<file path="src/pkg/brg_pkg.sv">
package sbrg_pkg;
  // register byte addresses on the bus
  localparam logic [7:0] ADDR_TX_CTRL   = 8'h00;
  localparam logic [7:0] ADDR_RX_CTRL   = 8'h04;
  localparam logic [7:0] ADDR_RATE_CTRL = 8'h08;
  localparam logic [7:0] ADDR_DIV_HIGH  = 8'h0C;
  localparam logic [7:0] ADDR_DIV_LOW   = 8'h10;
  localparam logic [7:0] ADDR_STATUS    = 8'h14;
  // field positions
  localparam int POS_CLK_SRC   = 7;
  localparam int POS_SYNC      = 4;
  localparam int POS_HIGH_SPD  = 2;
  localparam int POS_PORT_EN   = 7;
  localparam int POS_WIDE_DIV  = 3;
  // reset values
  localparam logic [7:0] RST_TX_CTRL   = 8'h02;
  localparam logic [7:0] RST_RX_CTRL   = 8'h00;
  localparam logic [7:0] RST_RATE_CTRL = 8'h00;
  localparam logic [7:0] RST_DIV       = 8'h00;
  // prescale factors
  localparam logic [6:0] PRE_64 = 7'h40;
  localparam logic [6:0] PRE_16 = 7'h10;
  localparam logic [6:0] PRE_4  = 7'h04;
  // timing: clock rate
  localparam int REF_CLK_HZ = 40000000;
  localparam int REF_CLK_NS = 1000000000 / REF_CLK_HZ;
  // samples per majority vote
  localparam int VOTE_SAMPLES = 3;

  typedef struct packed {
    logic        clk_src;
    logic        sync;
    logic        high_spd;
    logic        port_en;
    logic        wide_div;
  } sbrg_cfg_t;
endpackage : sbrg_pkg

</file>
<file path="src/core/brg_core.sv">
// The register offsets and the AHB-Lite interface to the registers are this design's own decisions.
`timescale 1ns/1ps
// What this block does
// - one sample per clock, level decided by majority of the last three
// - async narrow low speed: rate = clock / (64 * (n + 1))
// - async wide low speed: rate = clock / (16 * (n + 1))
// - sync master: rate = clock / (4 * (n + 1)), any width
// - n is high divisor byte above low divisor byte
// - default narrow divisor ignores high byte; wide select uses both
// - write to either divisor byte resets the rate timer at once
// - formulas apply in async and sync master; sync slave uses external clock pin
module sbrg_core
  import sbrg_pkg::*;
(
  // clock, reset, enable
  input  wire logic        i_ref_clk,
  input  wire logic        i_sys_rst,
  input  wire logic        i_clk_en,
  // ahb-lite slave
  input  wire logic        i_hsel,
  input  wire logic [31:0] i_haddr,
  input  wire logic [1:0]  i_htrans,
  input  wire logic        i_hwrite,
  input  wire logic [2:0]  i_hsize,
  input  wire logic [31:0] i_hwdata,
  input  wire logic        i_hready,
  output logic      [31:0] o_hrdata,
  output logic             o_hreadyout,
  output logic             o_hresp,
  // line pins
  input  wire logic        i_rx_line,
  input  wire logic        i_ext_clk,
  // to shifters
  output logic             o_bit_tick,
  output logic             o_sample_tick,
  output logic             o_rx_level,
  output logic             o_port_en
);

  // ************************************************
  // register bus
  // ************************************************
  logic [7:0]  tx_ctrl_ff, rx_ctrl_ff, rate_ctrl_ff, div_hi_ff, div_lo_ff;
  logic        wr_pend_ff;
  logic [7:0]  wr_addr_ff;
  logic [31:0] hrdata_ff;
  logic        div_write;
  sbrg_cfg_t   cfg;

  wire addr_take = i_hsel & i_hready & i_htrans[1];

  function automatic logic [7:0] read_mux(input logic [7:0] a);
    unique case (a)
      ADDR_TX_CTRL:   read_mux = tx_ctrl_ff;
      ADDR_RX_CTRL:   read_mux = rx_ctrl_ff;
      ADDR_RATE_CTRL: read_mux = rate_ctrl_ff;
      ADDR_DIV_HIGH:  read_mux = div_hi_ff;
      ADDR_DIV_LOW:   read_mux = div_lo_ff;
      ADDR_STATUS:    read_mux = {7'h00, o_rx_level};
      default:        read_mux = 8'h00;
    endcase
  endfunction : read_mux

  // address phase capture; zero wait states
  always_ff @(posedge i_ref_clk or posedge i_sys_rst) begin
    if (i_sys_rst) begin
      wr_pend_ff <= 1'b0;
      wr_addr_ff <= 8'h00;
      hrdata_ff  <= 32'h0000_0000;
    end else if (i_clk_en) begin
      wr_pend_ff <= addr_take & i_hwrite;
      wr_addr_ff <= i_haddr[7:0];
      if (addr_take & ~i_hwrite) begin
        hrdata_ff <= {24'h00_0000, read_mux(i_haddr[7:0])};
      end
    end
  end

  assign o_hrdata    = hrdata_ff;
  assign o_hreadyout = 1'b1;
  assign o_hresp     = 1'b0;

  // data phase write; unmapped addresses are ignored
  always_ff @(posedge i_ref_clk or posedge i_sys_rst) begin
    if (i_sys_rst) begin
      tx_ctrl_ff   <= RST_TX_CTRL;
      rx_ctrl_ff   <= RST_RX_CTRL;
      rate_ctrl_ff <= RST_RATE_CTRL;
      div_hi_ff    <= RST_DIV;
      div_lo_ff    <= RST_DIV;
    end else if (i_clk_en && wr_pend_ff) begin
      unique case (wr_addr_ff)
        ADDR_TX_CTRL:   tx_ctrl_ff   <= i_hwdata[7:0];
        ADDR_RX_CTRL:   rx_ctrl_ff   <= i_hwdata[7:0];
        ADDR_RATE_CTRL: rate_ctrl_ff <= i_hwdata[7:0] & 8'hFB;
        ADDR_DIV_HIGH:  div_hi_ff    <= i_hwdata[7:0];
        ADDR_DIV_LOW:   div_lo_ff    <= i_hwdata[7:0];
        default: ;
      endcase
    end
  end

  assign div_write = wr_pend_ff &
                     (wr_addr_ff == ADDR_DIV_HIGH ||
                      wr_addr_ff == ADDR_DIV_LOW);

  assign cfg.clk_src  = tx_ctrl_ff[POS_CLK_SRC];
  assign cfg.sync     = tx_ctrl_ff[POS_SYNC];
  assign cfg.high_spd = tx_ctrl_ff[POS_HIGH_SPD];
  assign cfg.port_en  = rx_ctrl_ff[POS_PORT_EN];
  assign cfg.wide_div = rate_ctrl_ff[POS_WIDE_DIV];
  assign o_port_en    = cfg.port_en;

  // ************************************************
  // rate timer
  // ************************************************
  logic [15:0] divisor;
  logic [6:0]  prescale;
  logic [15:0] timer_ff;
  logic [5:0]  pre_ff;
  logic        tick_ff;

  // narrow mode drops the high byte
  assign divisor = cfg.wide_div ? {div_hi_ff, div_lo_ff}
                                : {8'h00, div_lo_ff};

  // prescale per link mode, width and speed
  always_comb begin
    if (cfg.sync)                          prescale = PRE_4;
    else if (!cfg.wide_div && !cfg.high_spd) prescale = PRE_64;
    else if (cfg.wide_div && !cfg.high_spd)  prescale = PRE_16;
    else if (!cfg.wide_div)                  prescale = PRE_16;
    else                                     prescale = PRE_4;
  end

  // the timer counts 0..n once per prescale slot; a divisor write
  // restarts it so the new rate need not wait out the old period
  always_ff @(posedge i_ref_clk or posedge i_sys_rst) begin
    if (i_sys_rst) begin
      pre_ff   <= 6'h00;
      timer_ff <= 16'h0000;
      tick_ff  <= 1'b0;
    end else if (i_clk_en) begin
      tick_ff <= 1'b0;
      if (!cfg.port_en || div_write) begin
        pre_ff   <= 6'h00;
        timer_ff <= 16'h0000;
      end else if (pre_ff == 6'(prescale - 7'h01)) begin
        pre_ff <= 6'h00;
        if (timer_ff >= divisor) begin
          timer_ff <= 16'h0000;
          tick_ff  <= 1'b1;
        end else begin
          timer_ff <= timer_ff + 16'h0001;
        end
      end else begin
        pre_ff <= pre_ff + 6'h01;
      end
    end
  end

  // ************************************************
  // pin sync, clock source, majority vote
  // ************************************************
  logic [1:0] rx_sync_ff, ck_sync_ff;
  logic       ck_last_ff;
  logic [2:0] vote_ff;
  logic       level_ff;
  logic       slave_edge;

  always_ff @(posedge i_ref_clk or posedge i_sys_rst) begin
    if (i_sys_rst) begin
      rx_sync_ff <= 2'b11;
      ck_sync_ff <= 2'b00;
      ck_last_ff <= 1'b0;
    end else if (i_clk_en) begin
      rx_sync_ff <= {rx_sync_ff[0], i_rx_line};
      ck_sync_ff <= {ck_sync_ff[0], i_ext_clk};
      ck_last_ff <= ck_sync_ff[1];
    end
  end

  assign slave_edge = ck_sync_ff[1] & ~ck_last_ff;

  // slave sync takes its bit clock from the external pin
  assign o_bit_tick = (cfg.sync && !cfg.clk_src) ? slave_edge
                                                 : tick_ff;
  assign o_sample_tick = o_bit_tick;

  // three samples at successive clocks; output is majority
  always_ff @(posedge i_ref_clk or posedge i_sys_rst) begin
    if (i_sys_rst) begin
      vote_ff  <= 3'b111;
      level_ff <= 1'b1;
    end else if (i_clk_en) begin
      if (!cfg.port_en) begin
        vote_ff  <= 3'b111;
        level_ff <= 1'b1;
      end else begin
        vote_ff  <= {vote_ff[1:0], rx_sync_ff[1]};
        level_ff <= (vote_ff[0] & vote_ff[1]) | (vote_ff[0] & vote_ff[2])
                  | (vote_ff[1] & vote_ff[2]);
      end
    end
  end

  assign o_rx_level = level_ff;

  // ************************************************
  // checks
  // ************************************************
  chk_div_restart: assert property (@(posedge i_ref_clk)
    disable iff (i_sys_rst) (i_clk_en && div_write)
      |=> (timer_ff == 16'h0000 && pre_ff == 6'h00))
    else $error("divisor write did not restart timer");
  chk_narrow_pre: assert property (@(posedge i_ref_clk)
    disable iff (i_sys_rst) (!cfg.sync && !cfg.wide_div && !cfg.high_spd)
      |-> prescale == PRE_64)
    else $error("narrow low speed prescale wrong");
  chk_wide_pre: assert property (@(posedge i_ref_clk)
    disable iff (i_sys_rst) (!cfg.sync && cfg.wide_div && !cfg.high_spd)
      |-> prescale == PRE_16)
    else $error("wide low speed prescale wrong");
  chk_sync_pre: assert property (@(posedge i_ref_clk)
    disable iff (i_sys_rst) cfg.sync |-> prescale == PRE_4)
    else $error("sync prescale wrong");
  chk_hs_pre: assert property (@(posedge i_ref_clk)
    disable iff (i_sys_rst) (!cfg.sync && cfg.high_spd)
      |-> prescale == (cfg.wide_div ? PRE_4 : PRE_16))
    else $error("high speed prescale wrong");
  chk_narrow_div: assert property (@(posedge i_ref_clk)
    disable iff (i_sys_rst) !cfg.wide_div |-> divisor[15:8] == 8'h00)
    else $error("high byte leaked in narrow mode");
  chk_wide_div: assert property (@(posedge i_ref_clk)
    disable iff (i_sys_rst) cfg.wide_div
      |-> divisor == {div_hi_ff, div_lo_ff})
    else $error("wide divisor not concatenated");
  chk_vote_out: assert property (@(posedge i_ref_clk)
    disable iff (i_sys_rst) (i_clk_en && cfg.port_en && vote_ff == 3'b000)
      |=> !level_ff)
    else $error("majority vote wrong");
  chk_slave_clk: assert property (@(posedge i_ref_clk)
    disable iff (i_sys_rst) (cfg.sync && !cfg.clk_src)
      |-> o_bit_tick == slave_edge)
    else $error("slave clock not from pin");
  cov_tick: cover property (@(posedge i_ref_clk) tick_ff);
  cov_wide: cover property (@(posedge i_ref_clk) cfg.wide_div && tick_ff);
  cov_restart: cover property (@(posedge i_ref_clk) div_write);

endmodule : sbrg_core

</file>
<file path="config.mk">
export PLATFORM = sky130hd
export DESIGN_NAME = sbrg_core
export DESIGN_NICKNAME = d
export VERILOG_FILES = /design/src/pkg/brg_pkg.sv /design/src/core/brg_core.sv
export SDC_FILE = /design/constraint.sdc
export NUM_CORES = 1
export LEC_CHECK = 0
export BUFFER_PORTS_ARGS = -buffer_cell sky130_fd_sc_hd__buf_2
export CORE_AREA = 8 8 104 106
export CTS_CLUSTER_DIAMETER = 50
export DETAILED_ROUTE_END_ITERATION = 7
export DIE_AREA = 0 0 112 114
export HOLD_SLACK_MARGIN = 0.06
export PLACE_DENSITY = 0.79
export SETUP_SLACK_MARGIN = 0.05
export SLEW_MARGIN = 20
export SYNTH_ARGS = -nofsm -noshare
export SYNTH_HDL_FRONTEND = slang
export SYNTH_SLANG_ARGS = --single-unit
</file>
<file path="constraint.sdc">
create_clock -name i_ref_clk -period 4 [get_ports i_ref_clk]
set_input_delay 0.8 -clock i_ref_clk [delete_from_list [all_inputs] [get_ports i_ref_clk]]
set_output_delay 0.8 -clock i_ref_clk [all_outputs]
set_load 0.01 [all_outputs]
</file>
# Word level (Yosys, flattened, before mapping)
# Index checks and enable logic that the tools add are counted.
# word_totals
latch_bits	0
register_bits	88
ram_bits	0
wordCells	80
input_bits	77
mem_bits_ro	0
memories	0
output_inout_bits	38
# classes
div	0
shift	0
n_eq_ne	10
n_mul	0
n_bitwise	13
add_sub_neg	3
mux	17
magnitude_cmp	1
n_reduce_logical	20
# ops
op	n
$mux 16	4
$pmux 8 s6	1
$eq 8x4->1 const B	4
$eq 8x5->1 const B	3
$mux 6	3
$add 16x1->16 const B	1
$eq 8x3->1 const B	2
$ge 16x16->1	1
$logic_not 8->1	2
$mux 5	3
$reduce_and 2->1	7
$and 1x1->1	9
$add 6x1->6 const B	1
$eq 6x6->1	1
$sub 6x1->6 const B	1
$mux 1	5
$logic_and 1x1->1	4
$logic_not 1->1	4
$mux 3	1
$logic_or 1x1->1	2
$not 1->1	2
$or 1x1->1	2
$reduce_bool 2->1	1

# Longest topological paths before layout
# Gate-level depths: netlist of the first run.
# depth
depth_word	9
mapped_depth	11
mapped_depth_nobuf	9

# Worst setup path before layout of the first run
# OpenSTA, ideal clock, no wires.
# synth_path
path_type	register to register
start	register rate_ctrl_ff[3]
end	register timer_ff[2]
t_arrival_ns	2.267
setup_time_ns	0.119
required_ns	3.881
path_stages_with_launch	11
path_buffers	2
synth_period_minus_slack_ns	2.386
slack_ns	1.614
path_cell_list	dfrtp_1 clkbuf_1 nand2_1 ha_1 nand4_1 or4_1 a221oi_2 a211oi_1 o21ai_2 buf_6 nor2_1
# synth_via
elab_chain_cells	8
word_cells_on_any_way	16
cone_classes	add/sub (1); order compare (1); eq/ne (1); mux (8); reduce/logical (5)
# synth_rtl
element	line	source
start, declared	brg_core.sv:43	logic [7:0] tx_ctrl_ff, rx_ctrl_ff, rate_ctrl_ff, div_hi_ff, div_lo_ff;
start signal, assigned	brg_core.sv:95	ADDR_RATE_CTRL: rate_ctrl_ff <= i_hwdata[7:0] & 8'hFB;
$mux 5 (tied with other cells)	brg_core.sv:132	else if (!cfg.wide_div) prescale = PRE_16;
$mux 5 / $logic_and 1x1->1 (equally long branches)	brg_core.sv:131, brg_core.sv:130	
$mux 5	brg_core.sv:130	else if (!cfg.wide_div && !cfg.high_spd) prescale = PRE_64;
$mux 6	brg_core.sv:129	if (cfg.sync) prescale = PRE_4;
$sub 6x1->6	brg_core.sv:148	end else if (pre_ff == 6'(prescale - 7'h01)) begin
$eq 6x6->1	brg_core.sv:148	
$reduce_bool 2->1 (no source line)	--	
$reduce_and 2->1 (no source line)	--	
end signal, assigned	brg_core.sv:154	timer_ff <= timer_ff + 16'h0001;
end, declared	brg_core.sv:119	logic [15:0] timer_ff;
# Parallel ways exist; a longest one is shown, timed or not. The select of a mux whose other input is x is not followed.
# A chain may end at the register's enable or synchronous reset.

# Worst setup path in the final report of the first run
# layout_path
start	register rate_ctrl_ff[3]
end	register timer_ff[11]
# The elaborated chain is that of the path after synthesis.

==> flow_summary_export.csv, run 1 <==
group,metric,value,unit
run_status,outcome,"finished, final reports clean",
global_route,grt_first_pass_wirelength,16800,um
routing,finalWirelength,10100,um
yosys,number_of_flops_mapped_to_enable_cells_by_yosys,0,
clock_network,clock-sinks,88,
placed_design,placedInstanceArea,4930,um2
yosys,flip_flop_and_latch_count_after_synthesis,88,
timing,finish_stage_setup_viols,0,
yosys,ys_seq_area_frac,0.461,
clock_network,worst_setup_hold_path_clk_slew,0.09,ns
clock_network,tritoncts,"yes",
yosys,syn_area_per_cell,10.7,um2
timing,max_freq,0.345,GHz
clock_network,postcts_setup_bufs,0,
die,boundaryPins,115,
layout,antenna-diode-count,0,
global_route,first_global_vias,3379,
timing,timing.final.max_slew_violations,0,
die,core.rowCount,35,
timing,final_hold_violation_count,0,
layout,number_of_nets_in_the_finished_design,573,
placed_design,gp_routability_congestion,0.793,
layout,stdcell_area,5130,um2
worst_setup_path,crit-reg2reg-capture,"timer_ff[11]",
timing,period_needed,2.90,ns
worst_hold_path,holdCritPathClass,"reg2reg",
worst_setup_path,crit_path_cell_trace,"nand2_1 -> ha_1 -> nand4_1 -> or4_1 -> a221oi_2 -> a211oi_1 -> o21ai_2 -> nor2_1",
worst_setup_path,worst-r2r-setup-slack,1.10,ns
worst_setup_path,startpoint_type,"flop",
global_route,global_router_s_overall_resource_usage,0.164,
job,max_cap_violations,0,
global_route,grt_start_max_net_pins,69,
worst_setup_path,worstPathMaxFanout,12,
clock_network,htree_levels,3,
yosys,syn_area,4800,um2
worst_hold_path,cells_on_worst_hold_path,2,
pwr,p_leak,0.00243,uW
die,starting_density_of_the_core,0.527,
layout,area_growth,6.88,%
die,die_width,112,um
yosys,netlist-cell-type-count,52,
die,fp.coreArea,9110,um2
yosys,synth_ff_type,"sky130_fd_sc_hd__dfrtp_1",
clock_network,cts_buffer_depth,2,
layout,layout-drive-gt1-share,0.270,
placed_design,hpwlAfterDp,7250,um
placed_design,placed_cells,576,
clock_network,insertion_delay_to_the_later_sink_of_the_worst_skew_pair,0.37,ns
timing,final_min_period_over_clock_period,0.724,
worst_setup_path,ff2ff_path_depth,8,
routing,drc,0,
routing,antenna_left,0,
worst_setup_path,r2r_start,"rate_ctrl_ff[3]",
routing,mean_routed_wirelength_per_cell,17.1,um
routing,number_of_drc_markers_in_iteration_0,175,
timing,worst_slew_pin_slew,1.04,ns
worst_hold_path,min_to,"ck_sync_ff[1]",
timing,fin_worst_skew,0.00797,ns
worst_setup_path,path_class,"reg2reg",
timing,maxSlewHeadroom,0.304,
clock_network,ctsRootBufferMaster,"sky130_fd_sc_hd__clkbuf_8",
global_route,globalRouteOverflowTotal,0,
layout,utilization_after_layout,0.563,
routing,vias_per_cell,5.69,
clock_network,cts_resized,0,
die,floorplan.die_area,12800,um2
timing,hold_ws,0.496,ns
yosys,synth.yosys.warnings,0,
clock_network,cts_made_buffers,9,
routing,num_vias,3369,
pwr,cellPowerDensity,328,nW/um2
worst_setup_path,worstSetupEndpointType,"flop",
clock_network,cts.hold.buffers_added,0,
die,fp.dieH,114,um
pwr,ir_worst_vdd,0.000268,V
worst_setup_path,critPathRequiredTime,4.24,ns
worst_setup_path,worst-endpoint-arrival,3.13,ns
layout,finish.cell_count_without_fillers,592,
worst_setup_path,crit_slowest_cell,"sky130_fd_sc_hd__dfrtp_1",
placed_design,buffer_ports.inserted,36,
routing,drt_pass1_iterations,6,
yosys,syn-instance-count,448,
worst_setup_path,max_stage_delay,0.58,ns
timing,fin_setup_tns,0,ns
global_route,grt_antenna_before_repair,0,
timing,rsz_0062_raised_after_global_routing,"false",
yosys,asyncSetResetFlopFracSynth,1.00,
worst_hold_path,timing.hold.worst.start,"ck_sync_ff[0]",
-- placed cells by master, fill, tap and decap left out, types with 3 or more instances in the layout --
| master | n |
|---|---|
| sky130_fd_sc_hd__xor2_1 | 13 |
| sky130_fd_sc_hd__and2_1 | 4 |
| sky130_fd_sc_hd__o22a_1 | 5 |
| sky130_fd_sc_hd__inv_1 | 21 |
| sky130_fd_sc_hd__xnor2_1 | 4 |
| sky130_fd_sc_hd__nand2b_1 | 3 |
| sky130_fd_sc_hd__a22o_1 | 8 |
| sky130_fd_sc_hd__o21ai_0 | 13 |
| sky130_fd_sc_hd__ha_1 | 20 |
| sky130_fd_sc_hd__a31oi_1 | 6 |
| sky130_fd_sc_hd__nor3b_1 | 3 |
| sky130_fd_sc_hd__and3_1 | 6 |
| sky130_fd_sc_hd__nand4_1 | 12 |
| sky130_fd_sc_hd__inv_6 | 3 |
| sky130_fd_sc_hd__mux2_2 | 59 |
| sky130_fd_sc_hd__conb_1 | 26 |
| sky130_fd_sc_hd__dfstp_2 | 7 |
| sky130_fd_sc_hd__nand3_1 | 10 |
| sky130_fd_sc_hd__mux2i_1 | 3 |
| sky130_fd_sc_hd__nand2_1 | 41 |
| sky130_fd_sc_hd__nor2_1 | 32 |
| sky130_fd_sc_hd__o22ai_1 | 6 |
| sky130_fd_sc_hd__a22oi_1 | 7 |
| sky130_fd_sc_hd__dfrtp_1 | 81 |
| sky130_fd_sc_hd__a21oi_1 | 8 |
| sky130_fd_sc_hd__nor3_1 | 4 |
| sky130_fd_sc_hd__clkbuf_8 | 9 |
| sky130_fd_sc_hd__buf_2 | 36 |
-- sequential cells by signal, summed over array words and instances (netlist names), 6 cells and up --
name / flops
timer_ff: 16
div_hi_ff: 8
div_lo_ff: 8
o_hrdata: 8
rx_ctrl_ff: 8
tx_ctrl_ff: 8
wr_addr_ff: 8
rate_ctrl_ff: 7
pre_ff: 6
-- Yosys cell counts, drive strengths merged (4+ instances only) --
cell type | n | share of area
xnor2 | 4 | 0.0073
clkbuf | 11 | 0.0086
a21oi | 8 | 0.0083
inv | 22 | 0.017
dfstp | 7 | 0.038
mux2 | 59 | 0.14
nor3 | 4 | 0.0042
nand3 | 11 | 0.013
a22o | 8 | 0.015
a22oi | 7 | 0.011
o22ai | 6 | 0.0078
and2 | 4 | 0.0052
xor2 | 13 | 0.024
ha | 20 | 0.052
nor2 | 33 | 0.027
nand4 | 12 | 0.016
a31oi | 6 | 0.0078
dfrtp | 81 | 0.42
and3 | 6 | 0.0078
o22a | 5 | 0.0091
nand2 | 41 | 0.032
o21ai | 16 | 0.017
buf | 34 | 0.053
-- metal layers --
layer,vias to the layer above,GRT usage,part of all wire,routed length (um)
li1,1575,-,-,-
met1,1667,0.209,0.45,4570
met2,114,0.260,0.47,4790
met3,13,0.0460,0.062,631
met4,0,0.0621,0.014,141
met5,-,0,0,0
-- metrics by stage --
stage                     setup WS [ns]  power (uW)
after floorplan                   0.933        1040
after global placement             1.24        1050
after detailed placement           1.14        1060
after CTS                          1.11        1700
after global routing              0.864        1750
final                              1.10        1680
-- how the worst max path moves through the flow --
stage                          startpoint            to  cells past startpoint
after global placement    rate_ctrl_ff[3]  timer_ff[12]                      8
after floorplan                 i_sys_rst    ck_last_ff                      1
final                     rate_ctrl_ff[3]  timer_ff[11]                      8
after CTS                 rate_ctrl_ff[3]   timer_ff[6]                      8
after detailed placement  rate_ctrl_ff[3]   timer_ff[6]                      8
after global routing      rate_ctrl_ff[3]   timer_ff[2]                      8
-- critical path, delay by kind of cell (launching register included) --
family                     cells  cell delay, ns
and+or+nand+nor                4            0.95
AOI/OAI and AO/OA              3            0.91
DFF                            1            0.58
adders and majority gates      1            0.33
-- area by class of cell --
type                    instances  area [um2]
clock buffers                   9         124
clock inverters                 7        77.6
fillers                       767        3980
inverters                      22        85.1
multi-input cells             317        2300
flip-flops and latches         88        2210
well taps                     111         139
repair buffers                 38         195
-- where the power goes --
part,internal [uW],switching [uW]
logic,39.3,75.2
clock network,295,344
registers,911,17.4
total,1250,437
-- kinds of logic after synthesis --
| family | after synthesis | share of synthesized area |
|---|---|---|
| other | 2 | 0.00156 |
| adder cells (fa/ha/maj) | 21 | 0.0542 |
| AO/OA/AOI/OAI | 67 | 0.0990 |
| flip-flops | 88 | 0.461 |
| buffers and inverters | 67 | 0.0792 |
| AND/OR/NAND/NOR | 124 | 0.130 |
| multiplexers | 62 | 0.145 |
| XOR/XNOR | 17 | 0.0310 |
No activity file was read; power rests on OpenSTA's default activity.
==> run 2, diff against run 1 <==
==> constraint.sdc (replaced) <==
create_clock -name i_ref_clk -period 2.9 [get_ports i_ref_clk]
set_input_delay 0.58 -clock i_ref_clk [delete_from_list [all_inputs] [get_ports i_ref_clk]]
set_output_delay 0.58 -clock i_ref_clk [all_outputs]
set_load 0.01 [all_outputs]
==> run 2 against run 1 <==
  * Worst setup slack lost 0.78 ns
  * Register-to-register slack got worse by 0.78 ns
  * Final area grew 0.61%
  * Combinational power is 43% higher
  * Routed wire length is 1.5% lower
  * Die area unchanged
  * Clock power increased by 23%
  * Non-clock buffer count up 5
==> flow_summary_export.csv, run 2 (same netlist as run 1, synthesis figures left out) <==
group,metric,value,unit
run_status,outcome,"finished, final reports clean",
timing,rsz_0062_raised_after_global_routing,"false",
layout,utilization_after_layout,0.567,
die,floorplan.die_area,12800,um2
placed_design,buffer_ports.inserted,36,
die,fp.coreArea,9110,um2
clock_network,clock-sinks,88,
global_route,first_global_vias,3508,
pwr,ir_worst_vdd,0.000337,V
layout,mostFrequentLayoutCell,"sky130_fd_sc_hd__dfrtp_1",
placed_design,hpwlAfterDp,7400,um
timing,final_hold_violation_count,0,
die,starting_density_of_the_core,0.527,
worst_setup_path,worst-endpoint-arrival,2.83,ns
worst_setup_path,max_stage_delay,0.58,ns
worst_setup_path,worstSetupEndpointType,"flop",
global_route,grt_first_pass_wirelength,16700,um
pwr,fin_total_pwr,2230,uW
timing,timing.final.max_slew_violations,0,
worst_setup_path,worst-r2r-setup-slack,0.32,ns
global_route,grt_antenna_before_repair,0,
worst_setup_path,worst_setup_path_startpoint,"rate_ctrl_ff[3]",
timing,finish_stage_setup_viols,0,
worst_setup_path,r2r_start,"rate_ctrl_ff[3]",
worst_setup_path,worstPathMaxFanout,12,
routing,mean_routed_wirelength_per_cell,16.7,um
worst_hold_path,holdCritPathClass,"in2async",
routing,antenna_left,0,
worst_setup_path,critPathRequiredTime,3.15,ns
clock_network,worst_setup_hold_path_clk_slew,0.09,ns
worst_setup_path,crit_slowest_cell,"sky130_fd_sc_hd__or4_1",
layout,top_register,"timer_ff",
global_route,global_router_s_overall_resource_usage,0.160,
worst_setup_path,crit-reg2reg-capture,"timer_ff[10]",
clock_network,cts.hold.buffers_added,0,
pwr,cellPowerDensity,433,nW/um2
layout,largest_register_ffs,16,
timing,fin_worst_skew,0.00945,ns
timing,maxSlewHeadroom,0.509,
routing,drc,0,
clock_network,cts_buffer_depth,2,
layout,area_growth,7.53,%
timing,max_freq,0.388,GHz
routing,num_vias,3349,
global_route,globalRouteOverflowTotal,0,
routing,vias_per_cell,5.61,
layout,number_of_nets_in_the_finished_design,578,
job,max_cap_violations,0,
timing,hold_ws,0.303,ns
placed_design,gp_routability_congestion,0.791,
layout,n_fill_cell,750,
worst_setup_path,path_class,"reg2reg",
timing,final_min_period_over_clock_period,0.889,
worst_setup_path,crit_path_cell_trace,"nand2_1 -> ha_1 -> nand4_1 -> or4_1 -> a221oi_2 -> a211oi_1 -> o21ai_2 -> buf_4 -> nor2_1",
pwr,p_leak,0.00245,uW
worst_setup_path,ff2ff_path_depth,9,
routing,number_of_drc_markers_in_iteration_0,155,
layout,top_library_cells_by_usage_in_the_layout_fill_and_taps_aside,"80 x sky130_fd_sc_hd__dfrtp_1, 59 x sky130_fd_sc_hd__mux2_2, 41 x sky130_fd_sc_hd__nand2_1",
die,core.rowCount,35,
clock_network,insertion_delay_to_the_later_sink_of_the_worst_skew_pair,0.36,ns
placed_design,placed_cells,581,
routing,drt_pass1_iterations,4,
global_route,grt_start_max_net_pins,41,
clock_network,htree_levels,3,
layout,antenna-diode-count,0,
layout,finish.cell_count_without_fillers,597,
layout,layout-drive-gt1-share,0.282,
die,die_width,112,um
timing,worst_slew_pin_slew,0.730,ns
routing,finalWirelength,9980,um
die,fp.dieH,114,um
clock_network,tritoncts,"yes",
clock_network,cts_made_buffers,9,
timing,period_needed,2.58,ns
worst_setup_path,startpoint_type,"flop",
worst_setup_path,crit_path_end,"timer_ff[10]",
timing,fin_setup_tns,0,ns
clock_network,ctsRootBufferMaster,"sky130_fd_sc_hd__clkbuf_8",
die,boundaryPins,115,
## run 2: power by group
part / internal [uW] / switching, uW
sequential: 1260 / 24.7
clock: 338 / 449
combinational: 59.7 / 104
## run 2: worst max-delay path: cells and delay by family (launching register included)
| kind | cells | cell delay [ns] |
|---|---|---|
| adders and majority gates | 1 | 0.31 |
| and+or+nand+nor | 4 | 0.88 |
| buffers and inverters | 1 | 0.20 |
| AOI/OAI and AO/OA | 3 | 0.56 |
| DFF | 1 | 0.49 |
## run 2: cell type report
| type | count | area, um2 | area share |
|---|---|---|---|
| sequential | 88 | 2210 | 0.429 |
| multi-input combinational | 317 | 2300 | 0.446 |
| tap | 111 | 139 | 0.0269 |
| clock buffer | 10 | 138 | 0.0267 |
| inverter | 22 | 83.8 | 0.0162 |
| clock inverter | 6 | 43.8 | 0.00848 |
| timing repair buffer | 43 | 245 | 0.0475 |
## run 2: worst min-delay path by stage
| stage | start | to | slack, ns | cells past startpoint |
|---|---|---|---|---|
| finish | i_sys_rst | wr_addr_ff[6] | 0.30 | 2 |
| global route | i_sys_rst | wr_addr_ff[0] | 0.35 | 2 |
| global placement | ck_sync_ff[0] | ck_sync_ff[1] | 0.48 | 2 |
| detailed placement | ck_sync_ff[0] | ck_sync_ff[1] | 0.47 | 2 |
| CTS | i_sys_rst | wr_addr_ff[6] | 0.31 | 2 |
| floorplan | ck_sync_ff[0] | ck_sync_ff[1] | 0.45 | 2 |
## run 2: layer usage
layer,wire [um],global-route usage,up-vias
li1,-,-,1589
met1,4470,0.193,1652
met2,4840,0.273,95
met3,560,0.0438,13
met4,107,0.0513,0
met5,0,0,-
## run 2: what timing repair did
item	CTS	global route
buffers inserted	0	0
gates resized for setup	0	2
setup endpoints to repair	0	12
## run 2: stage by stage
step	area [um2]	worst slack [ns]
after floorplan	4890	0.0530
after global placement	4980	0.307
after detailed placement	4980	0.248
after CTS	5160	0.205
after global routing	5160	0.153
final	5160	0.322
==> run 3, diff against run 2 <==
--- a/config.mk
+++ b/config.mk
@@ -5,7 +5,7 @@
 export SDC_FILE = /design/constraint.sdc
 export NUM_CORES = 1
 export LEC_CHECK = 0
-export BUFFER_PORTS_ARGS = -buffer_cell sky130_fd_sc_hd__buf_2
+export BUFFER_PORTS_ARGS = -buffer_cell sky130_fd_sc_hd__buf_4
 export CORE_AREA = 8 8 104 106
 export CTS_CLUSTER_DIAMETER = 50
 export DETAILED_ROUTE_END_ITERATION = 7
==> run 3 against run 2 <==
  * Sequential cell count did not move
  * Combinational power grew 4%
  * Clock skew grew 0.00069 ns
  * Critical path depth did not move
  * Total power is 10% higher
  * Fmax fell by 2.1%
  * Clock power grew 28%
  * Worst hold slack improved by 0.015 ns
  * Final area grew 2.5%
  * Highest routed layer unchanged
  * Worst setup slack worse by 0.056 ns
  * Global-route usage grew 0.49 points
  * Sequential power is essentially flat
==> flow_summary_export.csv, run 3 (same netlist as run 1, synthesis figures left out) <==
group,metric,value,unit
die,floorplan.die_area,12800,um2
pwr,ir_worst_vdd,0.000363,V
routing,num_vias,3368,
clock_network,cts_made_buffers,9,
placed_design,gp_routability_congestion,0.788,
job,max_cap_violations,0,
timing,finish_stage_setup_viols,0,
layout,mostFrequentLayoutCell,"sky130_fd_sc_hd__dfrtp_1",
clock_network,htree_levels,3,
routing,drc,0,
pwr,cellPowerDensity,465,nW/um2
clock_network,cts_resized,0,
layout,utilization_after_layout,0.581,
worst_setup_path,startpoint_type,"flop",
timing,fin_worst_skew,0.0101,ns
worst_setup_path,path_class,"reg2reg",
timing,max_freq,0.380,GHz
timing,timing.final.max_slew_violations,0,
routing,number_of_drc_markers_in_iteration_0,197,
worst_setup_path,worstPathMaxFanout,12,
layout,largest_register_ffs,16,
worst_setup_path,worst-endpoint-arrival,2.88,ns
worst_setup_path,worstSetupEndpointType,"flop",
clock_network,ctsRootBufferMaster,"sky130_fd_sc_hd__clkbuf_8",
clock_network,cts.hold.buffers_added,0,
layout,finish.cell_count_without_fillers,595,
layout,n_fill_cell,772,
clock_network,clock-sinks,88,
layout,top_register,"timer_ff",
die,die_width,112,um
pwr,p_leak,0.00249,uW
worst_setup_path,critPathRequiredTime,3.15,ns
layout,area_growth,10.2,%
timing,setup_slack,0.266,ns
routing,finalWirelength,10200,um
timing,fin_setup_tns,0,ns
layout,area_occupied_by_multi_input_gates,2300,um2
timing,final_hold_violation_count,0,
clock_network,cts_buffer_depth,2,
global_route,grt_antenna_before_repair,0,
layout,antenna-diode-count,0,
timing,period_needed,2.63,ns
placed_design,dp_worst_setup_slack,0.229,ns
placed_design,hpwlAfterDp,7310,um
die,starting_density_of_the_core,0.527,
worst_setup_path,ff2ff_path_depth,9,
die,fp.dieH,114,um
global_route,grt_start_max_net_pins,89,
timing,final_min_period_over_clock_period,0.908,
routing,mean_routed_wirelength_per_cell,17.2,um
layout,layout-drive-gt1-share,0.277,
worst_hold_path,holdCritPathClass,"in2async",
routing,vias_per_cell,5.66,
global_route,global_router_s_overall_resource_usage,0.165,
timing,maxSlewHeadroom,0.485,
run_status,outcome,"finished, final reports clean",
global_route,first_global_vias,3419,
die,fp.coreArea,9110,um2
placed_design,placed_cells,579,
clock_network,tritoncts,"yes",
die,core.rowCount,35,
routing,drt_pass1_iterations,4,
clock_network,worst_setup_hold_path_clk_slew,0.09,ns
clock_network,postcts_setup_bufs,0,
clock_network,insertion_delay_to_the_later_sink_of_the_worst_skew_pair,0.36,ns
global_route,globalRouteOverflowTotal,0,
timing,worst_slew_pin_slew,0.768,ns
routing,antenna_left,0,
global_route,grt_first_pass_wirelength,17100,um
timing,rsz_0062_raised_after_global_routing,"false",
die,boundaryPins,115,
layout,top_library_cells_by_usage_in_the_layout_fill_and_taps_aside,"80 x sky130_fd_sc_hd__dfrtp_1, 59 x sky130_fd_sc_hd__mux2_2, 41 x sky130_fd_sc_hd__nand2_1",
layout,number_of_nets_in_the_finished_design,576,
layout,seq_area,2210,um2
placed_design,buffer_ports.inserted,36,
[run 3: cell count changes in the layout (fill, tap and decap cells not counted), sizes merged]
| cell | previous run | this run |
|---|---|---|
| bufinv | 0 | 3 |
| buf | 43 | 41 |
| inv | 22 | 21 |
| clkinv | 5 | 4 |
| clkinvlp | 1 | 0 |
[run 3: metal layers]
layer,vias to the layer above,GRT usage,wire length (um)
met1,1686,0.201,4460
met5,-,0,0
met3,7,0.0438,502
met2,83,0.283,5180
li1,1592,-,-
met4,0,0.0441,97
[run 3: worst paths after layout]
kind                                 start  slack (ns)            end
min in group i_ref_clk           i_rx_line        0.45  rx_sync_ff[0]
min reg2reg                  ck_sync_ff[0]        0.49  ck_sync_ff[1]
max                        rate_ctrl_ff[3]        0.27    timer_ff[7]
min                              i_sys_rst        0.32  wr_addr_ff[4]
max reg2reg                rate_ctrl_ff[3]        0.27    timer_ff[7]
max in group asynchronous        i_sys_rst        2.23     vote_ff[1]
[run 3: power breakdown]
| part | switching (uW) | internal (uW) | total [uW] |
|---|---|---|---|
| registers | 24.1 | 1260 | 1280 |
| clock network | 438 | 571 | 1010 |
| logic | 104 | 67.6 | 171 |
| total | 565 | 1900 | 2460 |
[run 3: worst max-delay path, stage by stage (launching register included)]
cell	delay [ns]
sky130_fd_sc_hd__dfrtp_2	0.49
sky130_fd_sc_hd__nand2_1	0.10
sky130_fd_sc_hd__ha_1	0.32
sky130_fd_sc_hd__nand4_1	0.13
sky130_fd_sc_hd__or4_1	0.58
sky130_fd_sc_hd__a221oi_2	0.24
sky130_fd_sc_hd__a211oi_1	0.18
sky130_fd_sc_hd__o21ai_2	0.18
sky130_fd_sc_hd__buf_4	0.20
sky130_fd_sc_hd__nor2_1	0.07
[run 3: metrics by stage]
stage          area [um2]  total power, uW  hold WS (ns)
2_1_floorplan        4890             1440         0.449
3_3_place_gp         5050             1470         0.471
3_5_place_dp         5050             1480         0.474
4_1_cts              5290             2480         0.337
5_1_grt              5290             2540         0.350
6_report             5290             2460         0.318
[run 3: layout make-up]
type,instances,share of cell area
clock inverter,6,0.0206
sequential,88,0.418
timing repair buffer,41,0.0605
multi-input combinational,317,0.435
inverter,22,0.0158
tap,111,0.0262
clock buffer,10,0.0241
